**config.mk**
```make
export PLATFORM = sky130hd
export DESIGN_NAME = dmc_ctrl
export DESIGN_NICKNAME = d
export VERILOG_FILES = /design/src/inc/dmc_pkg.sv /design/src/inc/dmc_ref_if.sv /design/src/hw/dmc_refresh_timer.sv /design/src/hw/dmc_ctrl.sv
export VERILOG_INCLUDE_DIRS = /design/src /design/src/inc
export SDC_FILE = /design/constraint.sdc
export NUM_CORES = 1
export LEC_CHECK = 0
export BUFFER_PORTS_ARGS = -buffer_cell sky130_fd_sc_hd__buf_2
export CORE_MARGIN = 5
export CORE_UTILIZATION = 30
export CTS_BUF_LIST = sky130_fd_sc_hd__clkbuf_8
export DETAILED_ROUTE_END_ITERATION = 7
export PLACE_DENSITY = 0.44
export SYNTH_ARGS = -nofsm -noshare
export SYNTH_HDL_FRONTEND = slang
export SYNTH_SLANG_ARGS = --single-unit
```
**constraint.sdc**
```tcl
create_clock -name ref_clk_i -period 4 [get_ports ref_clk_i]
set_clock_uncertainty 0.2 [all_clocks]
set_input_delay 0.8 -clock ref_clk_i [delete_from_list [all_inputs] [get_ports ref_clk_i]]
set_output_delay 0.8 -clock ref_clk_i [all_outputs]
set_load 0.02 [all_outputs]
```
**src/inc/dmc_cfg.svh**
```systemverilog
// Timing, width and count constants for the multiplexed dynamic memory controller.
`ifndef DMC_CFG_SVH
`define DMC_CFG_SVH
// Clock period in picoseconds (200 MHz).
`define DMC_CLK_PS 5000
// Host address width, then address and data widths at the memory pins.
`define DMC_ADDR_W 16
`define DMC_PIN_W 8
`define DMC_DATA_W 8
// Row count and refresh period.
`define DMC_ROWS 128
`define DMC_REF_PERIOD_NS 2000000
// Power-up pause and number of dummy cycles.
`define DMC_POWERUP_NS 500000
`define DMC_DUMMY_CYCLES 8
// Least times in nanoseconds.
`define DMC_T_RP_NS 100
`define DMC_T_RAS_NS 150
`define DMC_T_RAH_NS 20
`define DMC_T_RCD_NS 30
`define DMC_T_CAS_NS 75
`define DMC_T_CAC_NS 75
`define DMC_T_CP_NS 60
`define DMC_T_FP_NS 60
`define DMC_T_FC_NS 260
`define DMC_T_FBP_NS 8000
`define DMC_T_FBR_NS 295
// Longest time in nanoseconds: row strobe low.
`define DMC_T_RAS_MAX_NS 10000
// Cycles kept in reserve before the row strobe limit when holding a page.
`define DMC_RAS_GUARD_CYC 64
// Synchroniser depth on the data pins.
`define DMC_SYNC_STAGES 2
`endif

```
**src/inc/dmc_pkg.sv**
```systemverilog
// Types shared by the dynamic memory controller modules.
`default_nettype none
package dmc_pkg;
    // Sequencer states, Gray coded along IDLE-RAS-CAS-PAGE-PRE-REF_LOW-REF_REC.
    typedef enum logic [3:0] {
        DMC_IDLE = 4'h0,
        DMC_RAS = 4'h1,
        DMC_CAS = 4'h3,
        DMC_PAGE = 4'h2,
        DMC_PRE = 4'h6,
        DMC_REF_LOW = 4'h7,
        DMC_REF_REC = 4'h5,
        DMC_SELF = 4'h4,
        DMC_INIT_WAIT = 4'hC
    } dmc_state_e;
endpackage : dmc_pkg
`default_nettype wire

```
**src/inc/dmc_ref_if.sv**
```systemverilog
// Link between the refresh interval timer and the sequencer.
`timescale 1ns/1ps
`default_nettype none
interface dmc_ref_if;
    logic due;
    logic done;
    modport timer (output due, input done);
    modport ctrl (input due, output done);
endinterface : dmc_ref_if
`default_nettype wire

```
**src/hw/dmc_refresh_timer.sv**
```systemverilog
// Refresh interval timer: raises a due flag once per row interval.
`timescale 1ns/1ps
`default_nettype none
`include "dmc_cfg.svh"
module dmc_refresh_timer import dmc_pkg::*; #(
    parameter int INT_CYC = (`DMC_REF_PERIOD_NS / `DMC_ROWS) * 1000 / `DMC_CLK_PS
) (
    input wire logic ref_clk_i,
    input wire logic nrst_i,
    input wire logic ce_i,
    dmc_ref_if.timer ref_if
);
    logic [15:0] cnt_q;
    logic [15:0] cnt_d;
    logic due_q;
    logic due_d;

    // The interval runs freely, so a refresh that starts late does not push back the
    // next one and the average rate holds; a tick beside a completed refresh still sets due.
    always_comb begin
        logic tick;
        tick = (cnt_q >= 16'(INT_CYC - 1));
        cnt_d = tick ? 16'h0000 : cnt_q + 16'h0001;
        due_d = tick || (due_q && !ref_if.done);
    end

    // State registers, frozen while the clock enable is low.
    always_ff @(posedge ref_clk_i or negedge nrst_i) begin
        if (!nrst_i) begin
            cnt_q <= 16'h0000;
            due_q <= 1'b0;
        end else if (ce_i) begin
            cnt_q <= cnt_d;
            due_q <= due_d;
        end
    end

    assign ref_if.due = due_q;
endmodule : dmc_refresh_timer
`default_nettype wire

```
**src/hw/dmc_ctrl.sv**
```systemverilog
// Host sequencer that drives a multiplexed-address dynamic memory through its pins.
// Summary of operation
// (RULE_01) Shared data bus is allowed only because every write is an early write.
// (RULE_02) Read data stays available between reads without stretching the cycle.
// (RULE_03) Outputs unlatched; either strobe may serve as chip select.
// (RULE_04) Pages beyond 256 columns need the row strobe on every device.
// (RULE_05) Page mode: row strobed once, held low, new column strobes per access.
// (RULE_06) All 128 rows must be refreshed within every 2 ms.
// (RULE_07) Any read or write cycle refreshes the latched row.
// (RULE_08) Avoid plain read or write cycles as refresh on wire-ORed outputs.
// (RULE_09) Row-strobe-only cycles refresh with data outputs kept off.
// (RULE_10) Automatic refresh: refresh pin low after precharge, device supplies row.
// (RULE_11) Device steps its refresh counter after each automatic refresh.
// (RULE_12) Refresh counter settles within the first eight strobe cycles.
// (RULE_13) Row strobe and refresh pin never active in each other's cycles.
// (RULE_14) Refresh pin held low with row strobe high gives self refresh.
// (RULE_15) Self refresh covers every row within 2 ms without external timing.
// (RULE_16) Refresh pin pulls itself high when left open.
// (RULE_17) Hidden refresh: column strobe stays low, row strobe precharges, refresh runs.
// (RULE_18) Read data stays valid during hidden refresh while column strobe is low.
// (RULE_19) Decoding the row strobe puts unselected devices into standby.
// (RULE_20) Wait 500 us after power-up, then eight dummy cycles before use.
// (RULE_21) Row byte latched on row strobe fall, column byte on column strobe fall.
// (RULE_22) Write data is taken on the later falling edge of write or column strobe.
// (RULE_23) Data pins float while column strobe is high.
// (RULE_24) Data pins stay floating throughout an early write.
`timescale 1ns/1ps
`default_nettype none
`include "dmc_cfg.svh"
module dmc_ctrl import dmc_pkg::*; #(
    parameter int POWERUP_CYC = `DMC_POWERUP_NS / (`DMC_CLK_PS / 1000)
) (
    input wire logic ref_clk_i,
    input wire logic nrst_i,
    input wire logic ce_i,
    input wire logic req_i,
    input wire logic we_i,
    input wire logic [`DMC_ADDR_W-1:0] addr_i,
    input wire logic [`DMC_DATA_W-1:0] wdata_i,
    input wire logic keep_page_i,
    input wire logic sleep_i,
    output logic ready_o,
    output logic done_o,
    output logic rvalid_o,
    output logic [`DMC_DATA_W-1:0] rdata_o,
    output logic init_done_o,
    output logic row_strobe_n_o,
    output logic col_strobe_n_o,
    output logic write_n_o,
    output logic refresh_n_o,
    output logic [`DMC_PIN_W-1:0] addr_o,
    output logic [`DMC_DATA_W-1:0] dq_o,
    output logic dq_oe_o,
    input wire logic [`DMC_DATA_W-1:0] dq_i
);
    // Least times round up to whole cycles.
    function automatic int cyc_up(input int ns);
        return (ns * 1000 + `DMC_CLK_PS - 1) / `DMC_CLK_PS;
    endfunction : cyc_up

    localparam int RpCyc = cyc_up(`DMC_T_RP_NS);
    localparam int RasMinCyc = cyc_up(`DMC_T_RAS_NS);
    localparam int RasMaxCyc = (`DMC_T_RAS_MAX_NS * 1000) / `DMC_CLK_PS;
    localparam int RahCyc = cyc_up(`DMC_T_RAH_NS);
    localparam int RcdCyc = cyc_up(`DMC_T_RCD_NS);
    localparam int CasCyc = cyc_up(`DMC_T_CAS_NS);
    localparam int CacCyc = cyc_up(`DMC_T_CAC_NS);
    localparam int CpCyc = cyc_up(`DMC_T_CP_NS);
    localparam int FpCyc = cyc_up(`DMC_T_FP_NS);
    localparam int RecCyc = cyc_up(`DMC_T_FC_NS) - FpCyc;
    localparam int SelfMinCyc = cyc_up(`DMC_T_FBP_NS);
    localparam int SelfExitCyc = cyc_up(`DMC_T_FBR_NS);
    localparam int RdCyc = CacCyc + `DMC_SYNC_STAGES + 1;
    localparam int CasHoldCyc = (RdCyc > CasCyc) ? RdCyc : CasCyc;
    localparam int PageLimCyc = RasMaxCyc - `DMC_RAS_GUARD_CYC;

    dmc_ref_if ref_if ();

    dmc_state_e st_q, st_d;
    logic [19:0] cnt_q, cnt_d;
    logic [11:0] ras_cnt_q, ras_cnt_d;
    logic [3:0] dum_q, dum_d;
    logic ras_n_q, ras_n_d, cas_n_q, cas_n_d, wr_n_q, wr_n_d, ref_n_q, ref_n_d;
    logic oe_q, oe_d, we_q, we_d, pend_q, pend_d, hide_q, hide_d, self_q, self_d;
    logic done_q, done_d, rvalid_q, rvalid_d, refd_q, refd_d;
    logic [`DMC_PIN_W-1:0] pin_q, pin_d, row_q, row_d, col_q, col_d;
    logic [`DMC_DATA_W-1:0] dq_q, dq_d, wd_q, wd_d, rd_q, rd_d;
    logic [`DMC_DATA_W-1:0] dq_m_q, dq_s_q;
    logic init_done, page_ok, row_hit, take;

    ////////////////////////////////////////////////////////////////////////////////
    // Refresh interval timer.
    dmc_refresh_timer u_timer (
        .ref_clk_i(ref_clk_i),
        .nrst_i(nrst_i),
        .ce_i(ce_i),
        .ref_if(ref_if.timer)
    );

    ////////////////////////////////////////////////////////////////////////////////
    // Data pins pass two flops; only the second is ever sampled.
    always_ff @(posedge ref_clk_i or negedge nrst_i) begin
        if (!nrst_i) begin
            dq_m_q <= 8'h00;
            dq_s_q <= 8'h00;
        end else if (ce_i) begin
            dq_m_q <= dq_i;
            dq_s_q <= dq_m_q;
        end
    end

    ////////////////////////////////////////////////////////////////////////////////
    // Request acceptance is combinational so a page hit costs no extra cycle.
    assign init_done = (dum_q == 4'(`DMC_DUMMY_CYCLES)); // RULE_20 RULE_12
    assign row_hit = (addr_i[`DMC_PIN_W-1:0] == row_q);
    // A page is kept only while there is budget left under the row strobe limit.
    assign page_ok = keep_page_i && !ref_if.due && !sleep_i
                     && (ras_cnt_q < 12'(PageLimCyc)); // RULE_05
    always_comb begin
        ready_o = 1'b0;
        if (ce_i && st_q == DMC_IDLE) begin
            ready_o = init_done && !ref_if.due && !sleep_i;
        end else if (ce_i && st_q == DMC_PAGE) begin
            ready_o = !pend_q && page_ok && row_hit && (cnt_q >= 20'(CpCyc - 1));
        end
    end
    assign take = req_i && ready_o;

    ////////////////////////////////////////////////////////////////////////////////
    // Sequencer next-state logic; every pin value is registered.
    always_comb begin
        st_d = st_q;
        cnt_d = (&cnt_q) ? cnt_q : cnt_q + 20'h00001;
        ras_cnt_d = ras_n_q ? 12'h000 : ras_cnt_q + 12'h001;
        dum_d = dum_q;
        ras_n_d = ras_n_q;
        cas_n_d = cas_n_q;
        wr_n_d = wr_n_q;
        ref_n_d = ref_n_q;
        oe_d = oe_q;
        we_d = we_q;
        pend_d = pend_q;
        hide_d = hide_q;
        self_d = self_q;
        pin_d = pin_q;
        row_d = row_q;
        col_d = col_q;
        dq_d = dq_q;
        wd_d = wd_q;
        rd_d = rd_q;
        done_d = 1'b0;
        rvalid_d = 1'b0;
        refd_d = 1'b0;
        unique case (st_q)
            DMC_INIT_WAIT: begin
                // Power-up pause before any strobe moves.
                if (cnt_q >= 20'(POWERUP_CYC - 1)) begin // RULE_20
                    st_d = DMC_IDLE;
                end
            end
            DMC_IDLE: begin
                // Row strobe has been high for a full precharge when this state is reached.
                if (!init_done || ref_if.due) begin
                    ref_n_d = 1'b0; // RULE_10 RULE_06 RULE_08 RULE_12
                    st_d = DMC_REF_LOW;
                end else if (sleep_i) begin
                    ref_n_d = 1'b0; // RULE_14
                    self_d = 1'b1;
                    st_d = DMC_SELF;
                end else if (take) begin
                    ras_n_d = 1'b0;
                    pin_d = addr_i[`DMC_PIN_W-1:0]; // RULE_21
                    row_d = addr_i[`DMC_PIN_W-1:0];
                    col_d = addr_i[`DMC_ADDR_W-1:`DMC_PIN_W];
                    we_d = we_i;
                    wd_d = wdata_i;
                    st_d = DMC_RAS;
                end
            end
            DMC_RAS: begin
                // Column byte follows the row hold; write strobe leads the column strobe.
                if (cnt_q == 20'(RahCyc - 1)) begin
                    pin_d = col_q; // RULE_21
                    if (we_q) begin
                        wr_n_d = 1'b0; // RULE_01 RULE_22
                        oe_d = 1'b1;
                        dq_d = wd_q;
                    end
                end
                if (cnt_q >= 20'(RcdCyc - 1)) begin
                    cas_n_d = 1'b0;
                    cnt_d = 20'h00000;
                    st_d = DMC_CAS;
                end
            end
            DMC_CAS: begin
                // Read data is sampled after access time plus the synchroniser delay,
                // while the column strobe is still low and the pins are driven.
                if (cnt_q >= 20'(CasHoldCyc - 1)) begin
                    done_d = 1'b1;
                    if (!we_q) begin
                        rd_d = dq_s_q; // RULE_23 RULE_02
                        rvalid_d = 1'b1;
                    end
                    if (!we_q && ref_if.due && ras_cnt_q >= 12'(RasMinCyc - 1)) begin
                        ras_n_d = 1'b1; // RULE_17
                        hide_d = 1'b1;
                        st_d = DMC_PRE;
                    end else begin
                        cas_n_d = 1'b1;
                        wr_n_d = 1'b1;
                        oe_d = 1'b0;
                        st_d = DMC_PAGE;
                    end
                    cnt_d = 20'h00000;
                end
            end
            DMC_PAGE: begin
                // Row stays open; each further access only needs a column strobe.
                if (pend_q) begin
                    cas_n_d = 1'b0; // RULE_05
                    pend_d = 1'b0;
                    cnt_d = 20'h00000;
                    st_d = DMC_CAS;
                end else if (take) begin
                    pin_d = addr_i[`DMC_ADDR_W-1:`DMC_PIN_W];
                    we_d = we_i;
                    pend_d = 1'b1;
                    if (we_i) begin
                        wr_n_d = 1'b0; // RULE_22 RULE_24
                        oe_d = 1'b1;
                        dq_d = wdata_i;
                    end
                end else if ((!page_ok || (req_i && !row_hit))
                             && cnt_q >= 20'(CpCyc - 1)
                             && ras_cnt_q >= 12'(RasMinCyc - 1)) begin
                    ras_n_d = 1'b1;
                    cnt_d = 20'h00000;
                    st_d = DMC_PRE;
                end
            end
            DMC_PRE: begin
                // Precharge; when entered for a hidden refresh, the refresh follows with the column strobe still low.
                if (cnt_q >= 20'(RpCyc - 1)) begin
                    cnt_d = 20'h00000;
                    if (hide_q) begin
                        ref_n_d = 1'b0; // RULE_17 RULE_18 RULE_10
                        st_d = DMC_REF_LOW;
                    end else begin
                        st_d = DMC_IDLE;
                    end
                end
            end
            DMC_REF_LOW: begin
                // Refresh pulse; the device supplies and then steps the row itself.
                if (cnt_q >= 20'(FpCyc - 1)) begin
                    ref_n_d = 1'b1; // RULE_11
                    cas_n_d = 1'b1;
                    hide_d = 1'b0;
                    refd_d = 1'b1;
                    if (!init_done) begin
                        dum_d = dum_q + 4'h1; // RULE_12
                    end
                    cnt_d = 20'h00000;
                    st_d = DMC_REF_REC;
                end
            end
            DMC_SELF: begin
                // Refresh pin held low with row strobe high; the device times itself.
                if (!sleep_i && cnt_q >= 20'(SelfMinCyc - 1)) begin
                    ref_n_d = 1'b1; // RULE_14 RULE_15
                    refd_d = 1'b1;
                    cnt_d = 20'h00000;
                    st_d = DMC_REF_REC;
                end
            end
            DMC_REF_REC: begin
                // Recovery after the refresh pin rises before the row strobe may fall.
                if (cnt_q >= (self_q ? 20'(SelfExitCyc - 1) : 20'(RecCyc - 1))) begin // RULE_13
                    self_d = 1'b0;
                    st_d = DMC_IDLE;
                end
            end
            default: begin
                st_d = DMC_IDLE;
            end
        endcase
        if (st_d != st_q) begin
            cnt_d = 20'h00000;
        end
    end

    assign ref_if.done = refd_q;

    ////////////////////////////////////////////////////////////////////////////////
    // State registers; all strobes reset inactive with the data pins released.
    always_ff @(posedge ref_clk_i or negedge nrst_i) begin
        if (!nrst_i) begin
            st_q <= DMC_INIT_WAIT;
            cnt_q <= 20'h00000;
            ras_cnt_q <= 12'h000;
            dum_q <= 4'h0;
            {ras_n_q, cas_n_q, wr_n_q, ref_n_q} <= 4'hF;
            {oe_q, we_q, pend_q, hide_q, self_q} <= 5'h00;
            {done_q, rvalid_q, refd_q} <= 3'h0;
            {pin_q, row_q, col_q} <= 24'h000000;
            {dq_q, wd_q, rd_q} <= 24'h000000;
        end else if (ce_i) begin
            st_q <= st_d;
            cnt_q <= cnt_d;
            ras_cnt_q <= ras_cnt_d;
            dum_q <= dum_d;
            {ras_n_q, cas_n_q, wr_n_q, ref_n_q} <= {ras_n_d, cas_n_d, wr_n_d, ref_n_d};
            {oe_q, we_q, pend_q, hide_q, self_q} <= {oe_d, we_d, pend_d, hide_d, self_d};
            {done_q, rvalid_q, refd_q} <= {done_d, rvalid_d, refd_d};
            {pin_q, row_q, col_q} <= {pin_d, row_d, col_d};
            {dq_q, wd_q, rd_q} <= {dq_d, wd_d, rd_d};
        end
    end

    // Single device: both strobes double as its select, so no decode is needed here.
    assign row_strobe_n_o = ras_n_q; // RULE_03 RULE_19 RULE_04
    assign col_strobe_n_o = cas_n_q;
    assign write_n_o = wr_n_q;
    assign refresh_n_o = ref_n_q;
    assign addr_o = pin_q;
    assign dq_o = dq_q;
    assign dq_oe_o = oe_q;
    assign rdata_o = rd_q;
    assign rvalid_o = rvalid_q;
    assign done_o = done_q;
    assign init_done_o = init_done;

    ////////////////////////////////////////////////////////////////////////////////
    // Checks. Helper counter of cycles spent with a refresh outstanding.
    // Self refresh and the power-up pause are left out: no row is owed to the host then.
    logic [11:0] late_q;
    always_ff @(posedge ref_clk_i or negedge nrst_i) begin
        if (!nrst_i) begin
            late_q <= 12'h000;
        end else if (ce_i) begin
            late_q <= (ref_if.due && !self_q && st_q != DMC_INIT_WAIT) ? late_q + 12'h001 : 12'h000;
        end
    end

    property p_excl;
        @(posedge ref_clk_i) disable iff (!nrst_i)
        !refresh_n_o |-> row_strobe_n_o;
    endproperty
    a_excl: assert property (p_excl) else $error("row strobe low during refresh"); // RULE_13

    property p_row_addr;
        @(posedge ref_clk_i) disable iff (!nrst_i)
        $fell(row_strobe_n_o) |-> addr_o == row_q ##1 addr_o == row_q;
    endproperty
    a_row_addr: assert property (p_row_addr) else $error("row byte not held"); // RULE_21

    property p_early_wr;
        @(posedge ref_clk_i) disable iff (!nrst_i)
        $fell(col_strobe_n_o) && we_q |-> !write_n_o && $past(!write_n_o) && dq_oe_o;
    endproperty
    a_early_wr: assert property (p_early_wr) else $error("write not early"); // RULE_01

    property p_page;
        @(posedge ref_clk_i) disable iff (!nrst_i)
        $fell(col_strobe_n_o) |-> !row_strobe_n_o && $past(!row_strobe_n_o, 2);
    endproperty
    a_page: assert property (p_page) else $error("column strobe without open row"); // RULE_05

    property p_ref_late;
        @(posedge ref_clk_i) disable iff (!nrst_i)
        late_q < 12'h900;
    endproperty
    a_ref_late: assert property (p_ref_late) else $error("refresh overdue"); // RULE_06

    property p_init;
        @(posedge ref_clk_i) disable iff (!nrst_i)
        !row_strobe_n_o |-> dum_q == 4'(`DMC_DUMMY_CYCLES);
    endproperty
    a_init: assert property (p_init) else $error("access before dummy cycles"); // RULE_20

    property p_hidden;
        @(posedge ref_clk_i) disable iff (!nrst_i)
        $fell(refresh_n_o) && !col_strobe_n_o |-> (!col_strobe_n_o && !refresh_n_o)[*8];
    endproperty
    a_hidden: assert property (p_hidden) else $error("hidden refresh lost data"); // RULE_18

    property p_precharged;
        @(posedge ref_clk_i) disable iff (!nrst_i)
        $fell(refresh_n_o) |-> $past(row_strobe_n_o, 20) && $past(row_strobe_n_o, 1);
    endproperty
    a_precharged: assert property (p_precharged) else $error("refresh before precharge"); // RULE_10

    property p_self;
        @(posedge ref_clk_i) disable iff (!nrst_i)
        st_q == DMC_SELF && sleep_i |=> !refresh_n_o && row_strobe_n_o;
    endproperty
    a_self: assert property (p_self) else $error("self refresh not held"); // RULE_14
endmodule : dmc_ctrl
`default_nettype wire

```
# After elaboration in Yosys (flattened, before gate mapping)
# Cells that the tools add are included.
totals:
  regBits: 133
  in_bits: 39
  word_cells: 232
op_classes:
  addsub: 4
  n_lt_le_gt_ge: 10
  eq_ne: 34
  muxes: 101
  bitwise_logic: 4
  reduce_logical: 53
op_table:
  columns: ["op", "count"]
  rows:
  - ["two-way mux 20 bit", 10]
  - ["one-hot mux 20 bit (6 select lines)", 1]
  - ["two-way mux 8 bit", 11]
  - ["two-way mux 4 bit", 13]
  - ["two-way mux 1 bit", 49]
  - ["greater-or-equal comparator 20 x 5 -> 1 bit, second input constant", 2]
  - ["inequality test 2 bit, second input constant", 20]
  - ["one-hot mux 4 bit (9 select lines)", 1]
  - ["one-hot mux 8 bit (3 select lines)", 1]
  - ["AND reduction 7 bit", 3]
  - ["adder 20 x 1 -> 20 bit, second input constant", 1]
  - ["== test 20 x 2 -> 1 bit, second input constant", 1]
  - ["greater-or-equal comparator 20 x 11 -> 1 bit, second input constant", 1]
  - ["greater-or-equal comparator 20 x 17 -> 1 bit, second input constant", 1]
  - ["greater-or-equal comparator 20 x 3 -> 1 bit, second input constant", 1]
  - ["greater-or-equal comparator 20 x 4 -> 1 bit, second input constant", 1]
  - ["greater-or-equal comparator 20 x 6 -> 1 bit", 1]
  - ["AND reduction 20 bit", 1]
  - ["AND reduction 5 bit", 4]
  - ["logical AND 1 bit", 18]
  - ["adder 16 x 1 -> 16 bit, second input constant", 1]
  - ["== test 4 x 3 -> 1 bit, second input constant", 4]
  - ["greater-or-equal comparator 16 x 12 -> 1 bit, second input constant", 1]
  - ["two-way mux 16 bit", 1]
  - ["30 further kinds", 58]

# Longest topological paths before layout
logic_depth:
  depth_word: 16
  mapped_depth: 13
  mapped_depth_nobuf: 10

# Cells and area by module
# From an unflattened synthesis, not the netlist that was laid out.
unflattened:
  hier_cells: 773
  hier_area_um2: 7538.5
modules_own_cells:
  columns: ["mod", "n_inst", "cells_per_inst", "area_per_inst_um2", "seq_area_each_um2"]
  rows:
  - ["dmc_ctrl", 1, 682, 6622.6, 2910.3]
  - ["dmc_refresh_timer", 1, 91, 915.9, 425.4]

# Worst setup path before layout
# Ideal clock, no wire load.
synth_path:
  kind: "register to register"
  from: "register cnt_q[14]"
  to: "register cnt_q[0]"
  setup_ns: 0.082
  t_arrival_ns: 2.819
  path_slack_ns: 0.899
  stages_incl_launch_ff: 11
  synth_period_minus_slack_ns: 3.101
  cell_sequence: "dfrtp_1 -> or4_4 -> nor3_4 -> a31oi_1 -> or4_4 -> mux2i_1 -> nor4b_2 -> buf_4 -> buf_6 -> nand2_1 -> a31oi_1"
synth_via:
  elab_chain_len: 11
synth_rtl:
  columns: ["element", "line", "source"]
  rows:
  - ["start, declared", "dmc_ctrl.sv:80", "logic [19:0] cnt_q, cnt_d;"]
  - ["start signal, assigned", "dmc_ctrl.sv:310", "cnt_q <= cnt_d;"]
  - ["greater-or-equal comparator 20 x 4 -> 1 bit", "dmc_ctrl.sv:124, dmc_ctrl.sv:235, dmc_ctrl.sv:256", null]
  - ["logical AND 1 bit", "dmc_ctrl.sv:124", "ready_o = !pend_q && page_ok && row_hit && (cnt_q >= 20'(CpCyc - 1));"]
  - ["two-way mux 1 bit", "dmc_ctrl.sv:123", "end else if (ce_i && st_q == DMC_PAGE) begin"]
  - ["two-way mux 1 bit", "dmc_ctrl.sv:121", "if (ce_i && st_q == DMC_IDLE) begin"]
  - ["logical AND 1 bit", "dmc_ctrl.sv:127", "assign take = req_i && ready_o;"]
  - ["two-way mux 4 bit", "dmc_ctrl.sv:170", "end else if (take) begin"]
  - ["two-way mux 4 bit", "dmc_ctrl.sv:166", "end else if (sleep_i) begin"]
  - ["two-way mux 4 bit", "dmc_ctrl.sv:163", "if (!init_done || ref_if.due) begin"]
  - ["one-hot mux 4 bit (9 select lines)", "dmc_ctrl.sv:154", "unique case (st_q)"]
  - ["inequality test 4 bit", "dmc_ctrl.sv:288", "if (st_d != st_q) begin"]
  - ["two-way mux 20 bit *", "dmc_ctrl.sv:288", null]
# Mark *: on every way between the ends. The rest lies on a longest branch, timed or not.
# A chain may end at the register's enable or synchronous reset.

# Final worst setup path
layout_path:
  from: "register cnt_q[14]"
  to: "output port ready_o"
layout_via:
  elab_chain_len: 4
layout_rtl:
  columns: ["element", "line", "source"]
  rows:
  - ["greater-or-equal comparator 20 x 4 -> 1 bit", "dmc_ctrl.sv:124", null]
  - ["logical AND 1 bit", "dmc_ctrl.sv:124", null]
  - ["two-way mux 1 bit", "dmc_ctrl.sv:123", null]
  - ["two-way mux 1 bit", "dmc_ctrl.sv:121", null]
  - ["end, declared", "dmc_ctrl.sv:42", "output logic ready_o,"]
# No other way between the ends.

==> run_results.csv <==
group,metric,value,unit
status,status,"completed",
die,start_util,30.5,%
route,ant_nets,0,
final_layout,fin_nets,934,
sta,finalCritPeriodShare,92.0,%
sta,fin_setup_tns,0,ps
setup_path,timing.rr.end,"cnt_q[10]",
final_layout,seq_area,0.00334,sq mm
power_and_ir_drop,p_leak,3.85,nW
logic_synthesis,synth_ff_type,"dfrtp_1",
clock_tree,clk_path_buf_depth,2,
setup_path,cp.required,3000,ps
clock_tree,cts_buffers,17,
route,firstDrtPassIters,5,
power_and_ir_drop,power.total,4.13,mW
global_route,grt_max_degree,65,
clock_tree,post_cts.repair.setup_buffers,0,
setup_path,crit_slowest_cell,"or4_4",
worst_hold_path,min_path_type,"in -> async",
final_layout,n_antenna_cell,0,
sta,slew-limit-headroom,51.5,%
route,drt_wl_total,18.8,mm
route,drt_iter0_drc,396,
run,cap_violations,0,
setup_path,crit_arrival,2680,ps
global_route,top_usage_layer,"met2",
global_route,grt_use_met2,21.5,%
clock_tree,cts_tree,"done",
clock_tree,clock_latency,440,ps
placed_design,place_ws,496,ps
sta,min_period,3680,ps
clock_tree,ctsResizeCount,0,
sta,max_freq,0.272,GHz
die,die-area,0.0271,sq mm
global_route,grt_overflow,0,
logic_synthesis,ys_types,59,
setup_path,slowest_delay,610,ps
die,core_area,0.0235,sq mm
sta,tightest_slew,728,ps
clock_tree,cts_hold_buf,0,
setup_path,path_buf_inv,1,
logic_synthesis,yosysWarnings,0,
logic_synthesis,synth_seq_cells,133,
logic_synthesis,synth.largest_area_cell,"dfrtp_1",
global_route,met1_usage,20.5,%
global_route,grt_pass1_vias,5666,
global_route,antenna_found_initial,0,
clock_tree,path_clk_slew,80,ps
setup_path,regToRegStartpoint,"cnt_q[14]",
setup_path,cp-start-kind,"register",
logic_synthesis,synth_edf_count,0,
power_and_ir_drop,vdd_drop_max,204,uV
final_layout,final_util,35.3,%
logic_synthesis,synth_top_area_share,44.3,%
sta,fin_ws,319,ps
placed_design,hpwl,13.1,mm
sta,finalMaxSlewViolations,0,
placed_design,port_buffers,71,
die,die_w,165,um
route,vias,6008,
logic_synthesis,syn_avg_cell_area,8.80,sq um
setup_path,worst-path-max-fanout,8,
global_route,grt_util_met3,2.97,%
die,die_h,165,um
clock_tree,clock_sinks,133,
logic_synthesis,syn_nets,867,
logic_synthesis,synth_area,0.00717,sq mm
route,drc_errors,0,
die,io_pins,72,
clock_tree,clockRootBuffer,"clkbuf_8",
final_layout,area_delta_synth_final,15.6,%
global_route,grt_pass1_wl,30.6,mm
setup_path,critical_path_class,"reg -> out",
clock_tree,htreeDepth,4,
final_layout,multi_input_area,0.00358,sq mm
sta,hold_violations,0,
sta,finalSetupViolations,0,
setup_path,reg2reg_depth,9,
route,wl_per_cell,15.5,um
logic_synthesis,syn_inst,814,
logic_synthesis,async_flop_share,100,%
sta,rsz0062_at_grt,"no",
final_layout,drive_above_1_share,19.0,%
setup_path,r2r_slack,580,ps
final_layout,n_fill_cell,2471,
setup_path,cp_cell_sequence,"or4_4 -> nor3_4 -> and3_1 -> nor3_1 -> nand2_1 -> a21oi_1 -> buf_2",
logic_synthesis,seq_area_frac_synth,46.5,%
route,via_per_inst,4.95,
placed_design,gp_congestion,0.830,
setup_path,end_kind,"output pin",
power_and_ir_drop,powerDensity,498,mW/mm^2
logic_synthesis,yosys-top-cells-area,"dfrtp_1 (44%), nand2_1 (8.2%), mux2_2 (4.4%)",
setup_path,cp_top_family,"simple AND/OR/NAND/NOR gates",
global_route,gr-usage-all-layers,14.2,%
die,fp-row-count,56,
[layout make-up]
class / instances / area share (%)
well taps: 319 / 4.82
repair buffers: 92 / 6.42
multi-input cells: 617 / 43.2
clock inverters: 15 / 1.62
inverters: 20 / 0.906
clock buffers: 17 / 2.82
flip-flops and latches: 133 / 40.3
[per-layer routing]
layer  up-vias  wire length [um]
li1       3017                 -
met1      2822              9220
met2       141              8310
met3        28               883
met4         0               339
met5         -                 0
[where the power goes]
group / internal, mW / switching (mW) / leakage, nW
combinational: 0.503 / 0.824 / 1.92
sequential: 1.55 / 0.181 / 1.75
clock: 0.493 / 0.576 / 0.181
[worst max path at each step]
stage	start	end	slack [ps]	cells past startpoint
after floorplan	cnt_q[14]	cnt_q[0]	900	10
after global placement	sleep_i	cnt_q[10]	530	10
after detailed placement	sleep_i	cnt_q[10]	500	10
after CTS	cnt_q[13]	ready_o	300	7
after global routing	cnt_q[13]	ready_o	160	7
final	cnt_q[14]	ready_o	320	7
[cells in the mapped netlist (all sizes together), types with 14 or more instances]
cell	instances
a21oi	38
dfrtp	127
a31oi	30
xor2	19
mux2	28
nand2	157
nor2	84
ha	14
o21ai	53
inv	20
nand3	34
nor3	18
and3	14
clkbuf	34
[per-stage QoR]
| stage | cell area [sq um] | std cells | hold slack, ps |
|---|---|---|---|
| 4_1_cts | 8290 | 1213 | 125 |
| 5_1_grt | 8290 | 1213 | 151 |
| 2_1_floorplan | 7170 | 814 | 239 |
| 3_3_place_gp | 7920 | 1181 | 251 |
| 6_report | 8290 | 1213 | 124 |
| 3_5_place_dp | 7920 | 1181 | 255 |
[flip-flops by register name, summed over array words and instances (netlist names), 4 cells and up]
name           flops
dq_s_q             8
row_q              8
cnt_q             20
ras_cnt_q         12
wd_q               8
addr_o             8
rdata_o            8
dq_o               8
dum_q              4
u_timer.cnt_q     16
col_q              8
st_q               4
dq_m_q             8
[layout by cell type (no fill, tap or decap), types with 5 or more instances in the layout]
master / synthesis / final
nor2_1: 83 / 82
and4_1: 6 / 6
nand3_1: 34 / 34
mux2_2: 28 / 28
buf_4: 1 / 20
xnor2_1: 6 / 6
nor3_1: 17 / 17
inv_1: 20 / 21
nand4_1: 11 / 11
mux2i_1: 5 / 5
clkbuf_8: 0 / 17
xor2_1: 19 / 19
nand2_1: 157 / 157
a21oi_1: 38 / 38
o21ai_0: 47 / 47
dfrtp_1: 127 / 127
nor2b_1: 13 / 13
ha_1: 14 / 14
and3_1: 14 / 14
a31oi_1: 30 / 30
o31ai_1: 7 / 7
nor4_1: 8 / 8
o21ai_1: 6 / 6
dfstp_2: 6 / 6
buf_2: 5 / 70
o221ai_1: 8 / 8
nand2b_1: 6 / 6
[kinds of logic after synthesis]
logic type	share of synthesized area [%]
AO/OA/AOI/OAI	14.4
XOR/XNOR	3.06
adder cells (fa/ha/maj)	2.44
buffers and inverters	3.70
flip-flops	46.5
multiplexers	5.10
AND/OR/NAND/NOR	24.8
Note: power is estimated with default switching activity, not from simulation.
